### src/hw/epsq_pkg.sv
// constants for the eprom program/verify sequencer (host side)
// assumes a 125 MHz system clock; all times converted to cycles here
package epsq_pkg;
  localparam int CLK_MHZ = 125;
  // program pulse: nominal 100 us, bounds 95..105 us
  localparam int PULSE_NOM_US = 100;
  localparam int PULSE_CYC = PULSE_NOM_US * CLK_MHZ;
  // setup times (address, data, supplies, output enable), 2 us each
  localparam int SETUP_US = 2;
  localparam int SETUP_CYC = SETUP_US * CLK_MHZ;
  // data valid after output enable falls, 150 ns, rounded up
  localparam int OE_VALID_NS = 150;
  localparam int OE_VALID_CYC = (OE_VALID_NS * CLK_MHZ + 999) / 1000;
  // output float after output enable rises, 130 ns, rounded up
  localparam int FLOAT_NS = 130;
  localparam int FLOAT_CYC = (FLOAT_NS * CLK_MHZ + 999) / 1000;
  // retry pulses allowed per byte in the verify pass
  localparam int MAX_RETRY = 10;
  localparam int ADDR_W = 15;
  localparam int TMR_W = 16;
  // identification readout address: byte select is bit 0
  localparam logic [ADDR_W-1:0] ID_ADDR_MFG = 15'h0000;
  localparam logic [ADDR_W-1:0] ID_ADDR_DEV = 15'h0001;
  typedef enum logic [3:0] {
    EPSQ_IDLE = 4'h0,
    EPSQ_PWR = 4'h1,
    EPSQ_PGM1 = 4'h3,
    EPSQ_VFY = 4'h2,
    EPSQ_RETRY = 4'hA,
    EPSQ_RAMP = 4'h6,
    EPSQ_READ = 4'h7,
    EPSQ_IDRD = 4'h4,
    EPSQ_DONE = 4'h5
  } epsq_state_e;
endpackage

### src/hw/epsq_timer.sv
// load-and-count-down timer used for every timed phase
// assumes the caller loads it with a cycle count and waits for done
`timescale 1ns/1ns
`default_nettype none
module epsq_timer
  import epsq_pkg::*;
#(
  parameter int W = TMR_W
) (
  input wire logic clk,
  input wire logic srst,
  input wire logic load,
  input wire logic [W-1:0] count,
  output logic done
);
  logic [W-1:0] cnt_r;
  // counts down to zero, holds there; load wins over counting
  always_ff @(posedge clk) begin
    if (srst) begin
      cnt_r <= '0;
    end else if (load) begin
      cnt_r <= count;
    end else if (cnt_r != '0) begin
      cnt_r <= cnt_r - 1'b1;
    end
  end
  // done depends on the count alone; the caller builds load from done
  assign done = (cnt_r == '0);
endmodule
`default_nettype wire

### src/hw/epsq_host.sv
// host programmer for a 32K x 8 uv eprom: program, verify, read back, id read
// assumes external supply switches follow vcc_prog_en / vpp_prog_en and the
// user holds source data valid for src_addr one cycle after it changes
//
// How it works
// - chip enable is held low 100 us plus one clock for every program pulse.
// - start at address zero and raise both supplies before pulsing.
// - first pass gives each byte one pulse, no verify reads.
// - second pass verifies each byte, retrying with a verify after each pulse.
// - a byte still failing after ten retry pulses fails the device.
// - a verified byte advances the address until all are checked.
// - supplies return to normal, then, if verify passed, each byte is read and compared.
// - core supply up no later, and down no earlier, than program supply.
// - verify reads wait data-valid delay and output-float delay.
// - id mode drives both strobes low, high-voltage pin up, other address low.
`timescale 1ns/1ns
`default_nettype none
module epsq_host
  import epsq_pkg::*;
#(
  parameter int DEPTH = 32768
) (
  input wire logic clk,
  input wire logic srst,
  input wire logic start,
  input wire logic id_start,
  input wire logic [7:0] src_data,
  output logic [ADDR_W-1:0] src_addr,
  output logic busy,
  output logic pass,
  output logic fail,
  output logic [7:0] id_mfg,
  output logic [7:0] id_dev,
  output logic [ADDR_W-1:0] addr,
  output logic ce_n,
  output logic oe_n,
  output logic [7:0] data_out,
  output logic data_oe,
  input wire logic [7:0] data_outputs,
  output logic vcc_prog_en,
  output logic vpp_prog_en,
  output logic id_mode_high_voltage_pin
);
  localparam logic [ADDR_W-1:0] LAST = ADDR_W'(DEPTH - 1);

  epsq_state_e state_r;
  logic [2:0] step_r;
  logic [3:0] retry_r;
  logic [7:0] dq_s1_r, dq_s2_r;
  logic tmr_load;
  logic [TMR_W-1:0] tmr_count;
  logic tmr_done;

  ////////////////////////////////////////////////////////////////////////
  // pin inputs pass two flops before anyone compares them
  always_ff @(posedge clk) begin
    if (srst) begin
      dq_s1_r <= 8'h00;
      dq_s2_r <= 8'h00;
    end else begin
      dq_s1_r <= data_outputs;
      dq_s2_r <= dq_s1_r;
    end
  end

  epsq_timer #(.W(TMR_W)) u_tmr (
    .clk(clk),
    .srst(srst),
    .load(tmr_load),
    .count(tmr_count),
    .done(tmr_done)
  );

  ////////////////////////////////////////////////////////////////////////
  // per-step timer loads; a step ends when the timer drains.
  // steps: 0 setup, 1 strobe active, 2 sample, 3 release / float
  always_comb begin
    tmr_load = 1'b0;
    tmr_count = '0;
    if (tmr_done && state_r != EPSQ_IDLE && state_r != EPSQ_DONE) begin
      tmr_load = 1'b1;
      case (step_r)
        3'd0: begin
          if (state_r == EPSQ_PGM1 || state_r == EPSQ_RETRY) begin
            tmr_count = TMR_W'(PULSE_CYC);
          end else begin
            // data valid wait, plus the input synchroniser
            tmr_count = TMR_W'(OE_VALID_CYC + 2);
          end
        end
        3'd1: tmr_count = TMR_W'(1);
        // float delay before data is driven again
        3'd2: tmr_count = TMR_W'(FLOAT_CYC);
        default: tmr_count = TMR_W'(SETUP_CYC);
      endcase
    end
  end

  logic match;
  assign match = (dq_s2_r == src_data);

  ////////////////////////////////////////////////////////////////////////
  // main sequencer: state, step, address, retry counter
  always_ff @(posedge clk) begin
    if (srst) begin
      state_r <= EPSQ_IDLE;
      step_r <= 3'd0;
      retry_r <= 4'h0;
      addr <= '0;
      pass <= 1'b0;
      fail <= 1'b0;
      id_mfg <= 8'h00;
      id_dev <= 8'h00;
    end else begin
      case (state_r)
        EPSQ_IDLE: begin
          step_r <= 3'd3;
          retry_r <= 4'h0;
          if (start) begin
            // first location selected before supplies rise
            addr <= '0;
            pass <= 1'b0;
            fail <= 1'b0;
            state_r <= EPSQ_PWR;
          end else if (id_start) begin
            // id reads begin at byte select 0
            addr <= ID_ADDR_MFG;
            state_r <= EPSQ_IDRD;
          end
        end
        EPSQ_PWR: begin
          // two setup periods: core first, then program supply
          if (tmr_load) begin
            step_r <= step_r + 3'd1;
            if (step_r == 3'd4) begin
              step_r <= 3'd0;
              state_r <= EPSQ_PGM1;
            end
          end
        end
        default: begin
          if (tmr_load) begin
            step_r <= (step_r == 3'd3) ? 3'd0 : step_r + 3'd1;
            if (step_r == 3'd2) begin
              case (state_r)
                EPSQ_PGM1: begin
                  // one pulse per byte, no verify in this pass
                  if (addr == LAST) begin
                    addr <= '0;
                    state_r <= EPSQ_VFY;
                  end else begin
                    addr <= addr + 1'b1;
                  end
                end
                EPSQ_VFY, EPSQ_RETRY: begin
                  if (state_r == EPSQ_RETRY) begin
                    // verify read follows every retry pulse
                    state_r <= EPSQ_VFY;
                  end else if (match) begin
                    retry_r <= 4'h0;
                    if (addr == LAST) begin
                      addr <= '0;
                      state_r <= EPSQ_RAMP;
                    end else begin
                      addr <= addr + 1'b1;
                    end
                  end else if (retry_r == 4'(MAX_RETRY)) begin
                    fail <= 1'b1;
                    state_r <= EPSQ_RAMP;
                  end else begin
                    retry_r <= retry_r + 4'h1;
                    state_r <= EPSQ_RETRY;
                  end
                end
                EPSQ_RAMP: begin
                  // supplies lowered, now read every byte back unless verify failed
                  addr <= '0;
                  state_r <= fail ? EPSQ_DONE : EPSQ_READ;
                end
                EPSQ_READ: begin
                  // final compare decides pass or fail
                  if (!match) begin
                    fail <= 1'b1;
                    state_r <= EPSQ_DONE;
                  end else if (addr == LAST) begin
                    pass <= 1'b1;
                    state_r <= EPSQ_DONE;
                  end else begin
                    addr <= addr + 1'b1;
                  end
                end
                EPSQ_IDRD: begin
                  // byte select picks maker then device code
                  if (addr[0] == 1'b0) begin
                    id_mfg <= dq_s2_r;
                    addr <= ID_ADDR_DEV;
                  end else begin
                    id_dev <= dq_s2_r;
                    addr <= '0;
                    state_r <= EPSQ_DONE;
                  end
                end
                default: state_r <= EPSQ_IDLE;
              endcase
            end
          end
        end
        EPSQ_DONE: state_r <= EPSQ_IDLE;
      endcase
    end
  end

  ////////////////////////////////////////////////////////////////////////
  // strobes and data drive, registered from state and step
  logic pgm_ph, rd_ph;
  assign pgm_ph = (state_r == EPSQ_PGM1 || state_r == EPSQ_RETRY);
  assign rd_ph = (state_r == EPSQ_VFY || state_r == EPSQ_READ || state_r == EPSQ_IDRD);
  always_ff @(posedge clk) begin
    if (srst) begin
      ce_n <= 1'b1;
      oe_n <= 1'b1;
      data_oe <= 1'b0;
      data_out <= 8'h00;
    end else begin
      // chip enable low during the pulse step, and during read steps 1 and 2
      ce_n <= !((pgm_ph && step_r == 3'd1) || (rd_ph && (step_r == 3'd1 || step_r == 3'd2)));
      // both strobes released together ends device drive
      oe_n <= !(rd_ph && (step_r == 3'd1 || step_r == 3'd2));
      // no drive while output enable low or float pending
      data_oe <= pgm_ph && step_r != 3'd3;
      data_out <= src_data;
    end
  end

  ////////////////////////////////////////////////////////////////////////
  // supplies: core leads on the way up and trails on the way down
  always_ff @(posedge clk) begin
    if (srst) begin
      vcc_prog_en <= 1'b0;
      vpp_prog_en <= 1'b0;
    end else begin
      // vcc raised a setup period before vpp
      if (state_r == EPSQ_PWR) begin
        vcc_prog_en <= 1'b1;
        // vpp rises only as the first setup period ends, a full setup after vcc
        vpp_prog_en <= (step_r == 3'd4) && tmr_load;
      end else if (state_r == EPSQ_RAMP) begin
        // vpp dropped first, vcc two steps later
        vpp_prog_en <= 1'b0;
        vcc_prog_en <= (step_r == 3'd0 || step_r == 3'd3);
      end else if (state_r == EPSQ_READ || state_r == EPSQ_DONE || state_r == EPSQ_IDLE) begin
        vpp_prog_en <= 1'b0;
        vcc_prog_en <= vcc_prog_en && vpp_prog_en;
      end
    end
  end

  // high-voltage pin only during identification reads
  always_ff @(posedge clk) begin
    if (srst) begin
      id_mode_high_voltage_pin <= 1'b0;
    end else begin
      id_mode_high_voltage_pin <= (state_r == EPSQ_IDRD);
    end
  end

  assign busy = (state_r != EPSQ_IDLE);
  assign src_addr = addr;
endmodule
`default_nettype wire

### config.mk
export PLATFORM = sky130hd
export DESIGN_NAME = epsq_host
export DESIGN_NICKNAME = d
export VERILOG_FILES = /design/src/hw/epsq_pkg.sv /design/src/hw/epsq_timer.sv /design/src/hw/epsq_host.sv
export SDC_FILE = /design/constraint.sdc
export NUM_CORES = 1
export LEC_CHECK = 0
export ABC_AREA = 1
export CAP_MARGIN = 40
export CELL_PAD_IN_SITES_DETAIL_PLACEMENT = 1
export CELL_PAD_IN_SITES_GLOBAL_PLACEMENT = 1
export CORE_MARGIN = 10
export CORE_UTILIZATION = 48
export CTS_CLUSTER_SIZE = 30
export DETAILED_ROUTE_END_ITERATION = 12
export DONT_BUFFER_PORTS = 1
export PLACE_DENSITY = 0.82
export SYNTH_ARGS = -nofsm -noshare
export SYNTH_HDL_FRONTEND = slang
export SYNTH_SLANG_ARGS = --single-unit
### constraint.sdc
create_clock -name clk -period 2.7 [get_ports clk]
set_clock_uncertainty 0.05 [all_clocks]
set_input_delay 0.27 -clock clk [delete_from_list [all_inputs] [get_ports clk]]
set_output_delay 0.27 -clock clk [all_outputs]
set_load 0.01 [all_outputs]
==> results.sh <==
export IMPL_status="completed"
export IMPL_final_common_cell="nand2_1"
export IMPL_clock_sinks=90
export IMPL_postSynthCellCount=708
export IMPL_root_buffer="clkbuf_8"
export IMPL_dp_hpwl_um=10400
export IMPL_synth_edf_count=0
export IMPL_worstSkewPairLatency_ns=0.37
export IMPL_cts_tree="done"
export IMPL_period_share=0.876
export IMPL_syn_area_sq_um=4700
export IMPL_placed_area_sq_um=4750
export IMPL_ys_seq_area_frac=0.383
export IMPL_finalWirelength_um=14500
export IMPL_yosysUniqueCellTypes=38
export IMPL_multi_input_area_sq_um=2270
export IMPL_firstDrtPassIters=4
export IMPL_die_height_um=119
export IMPL_ir_worst_vdd_mv=0.486
export IMPL_grt_overflow=0
export IMPL_final_antenna_net_count=0
export IMPL_die_width_um=119
export IMPL_stdcell_area_sq_um=5150
export IMPL_p_per_area_nw_per_um2=980
export IMPL_antenna_found_initial=0
export IMPL_first_global_vias=4716
export IMPL_drv_cap=0
export IMPL_layout_common_cells="155 x nand2_1, 111 x nor2_1, 111 x inv_1"
export IMPL_drc=0
export IMPL_critPathKind="reg -> reg"
export IMPL_grt_setup_unrepaired="no"
export IMPL_cts_buffer_depth=2
export IMPL_cp_max_fo=16
export IMPL_drtIter0Drc=205
export IMPL_row_count=36
export IMPL_relSlewSlack=0.587
export IMPL_cp_arrival_ns=2.57
export IMPL_area_growth_synth_to_final_pct=9.56
export IMPL_cts_clk_slew_worst_paths_ns=0.10
export IMPL_yosys_register_bits=90
export IMPL_gr_usage_met1=0.229
export IMPL_worstSetupEndpointType="register"
export IMPL_fin_crit_ns=2.36
export IMPL_use_met2=0.377
export IMPL_setup_viol=0
export IMPL_finalMaxSlewViolations=0
export IMPL_grt_busiest_layer="met2"
export IMPL_min_path_type="in -> reg"
export IMPL_initial_core_util=0.488
export IMPL_grt_max_degree=46
export IMPL_ioPinCount=83
export IMPL_design_die_area_sq_um=14100
export IMPL_hold_ws_ns=0.0358
export IMPL_grt_pass1_wl_um=24100
export IMPL_ys_async_sr_fraction=0
export IMPL_drive_gt1_frac=0.0623
export IMPL_antennaDiodeCount=0
export IMPL_critPathLaunchType="register"
export IMPL_p_leak_nw=2.38
export IMPL_fmax_ghz=0.423
export IMPL_via_count=4443
export IMPL_grtUsageTotal=0.205
export IMPL_synth_nets=739
export IMPL_fin_util=0.534
export IMPL_htreeDepth=3
export IMPL_wl_per_cell_um=16.9
export IMPL_finalSetupTns_ns=0
export IMPL_crit_required_ns=2.91
export IMPL_regArea_sq_um=1800
export IMPL_nNetsFinal=748
export IMPL_met3_usage=0.0472
export IMPL_syn_area_per_cell_sq_um=6.64
export IMPL_cts_made_buffers=9
export IMPL_finalHoldViolCount=0
export IMPL_n_fill_cell=1317
export IMPL_place_gp_congestion=0.896
export IMPL_vias_per_cell=5.20
export IMPL_post_cts_resized=0
export IMPL_synth_main_ff_cell="dfxtp_1"
export IMPL_yosysWarningCount=0
export IMPL_tightest_slew_ns=0.617
export IMPL_io_buffers=0
export IMPL_fp_coreArea_sq_um=9640
## state kept, by name, indices dropped and copies added (netlist names), 3 cells and up
name,flops
dq_s1_r,8
u_tmr.cnt_r,16
id_mfg,8
id_dev,8
state_r,4
retry_r,4
data_out,8
step_r,3
dq_s2_r,8
addr,15
## repair_timing
| action | 4_1_cts | 5_1_grt |
|---|---|---|
| hold buffers | 17 | 0 |
| setup buffers | 0 | 0 |
| hold endpoints to repair | 39 | 0 |
## cells by family (layout without fill, tap and decap cells)
logic type	Yosys count	after routing	share of synthesized area
AOI/OAI and AO/OA	110	110	0.126
xor gates and xnor gates	13	13	0.0242
adders and majority gates	11	11	0.0293
buffers and inverters	145	159	0.133
DFF	90	90	0.383
and+or+nand+nor	339	339	0.304
## worst max-delay path: stages (launching register included)
cell     delay, ns
dfxtp_1       0.48
nor2_1        0.12
nand2_2       0.21
inv_2         0.16
nor2_4        0.17
nand3_4       0.13
inv_2         0.14
nand4_2       0.36
o21ai_0       0.36
a21oi_1       0.07
## routing by layer
layer / routed length (um) / vias to the layer above
met1: 6320 / 2119
met2: 7360 / 79
met4: 178 / 0
met3: 636 / 13
met5: 0 / -
li1: - / 2232
## where the power goes
part | leakage (nW) | total (mW) | internal (mW) | switching (mW)
logic | 1.53 | 2.29 | 0.689 | 1.60
registers | 0.736 | 1.73 | 1.53 | 0.199
clock network | 0.111 | 1.03 | 0.475 | 0.551
total | 2.38 | 5.04 | 2.70 | 2.35
## cells in the mapped netlist (7+ instances only)
| master | instances | area (sq um) |
|---|---|---|
| a21oi_1 | 49 | 245 |
| buf_4 | 17 | 128 |
| clkbuf_1 | 9 | 33.8 |
| dfxtp_1 | 90 | 1800 |
| ha_1 | 11 | 138 |
| inv_1 | 111 | 417 |
| nand2_1 | 155 | 582 |
| nand3_1 | 38 | 190 |
| nand4_1 | 9 | 56.3 |
| nor2_1 | 111 | 417 |
| nor3_1 | 9 | 45.0 |
| o21ai_0 | 44 | 220 |
| xnor2_1 | 7 | 61.3 |
## through the flow
step	setup WS [ns]	instances	total power, mW
3_5_place_dp	0.424	822	3.96
4_1_cts	0.392	855	5.04
6_report	0.336	855	5.04
5_1_grt	0.100	855	5.44
2_1_floorplan	0.796	708	3.45
3_3_place_gp	0.462	822	3.87
## cell type report
| cell class | instances | share of cell area |
|---|---|---|
| multi-input combinational | 473 | 0.442 |
| timing repair buffer | 27 | 0.0496 |
| clock inverter | 6 | 0.0153 |
| clock buffer | 10 | 0.0267 |
| sequential | 90 | 0.350 |
| tap | 133 | 0.0323 |
| inverter | 116 | 0.0846 |
## path summary, 6_finish.rpt
path,startpoint,to,slack [ns],cells past startpoint
setup / recovery,state_r[1],id_mfg[1],0.34,9
hold / removal,srst,u_tmr.cnt_r[14],0.04,2
setup reg to reg,state_r[1],id_mfg[1],0.34,9
hold reg to reg,dq_s1_r[2],dq_s2_r[2],0.36,2
(Power assumes the default switching activity.)
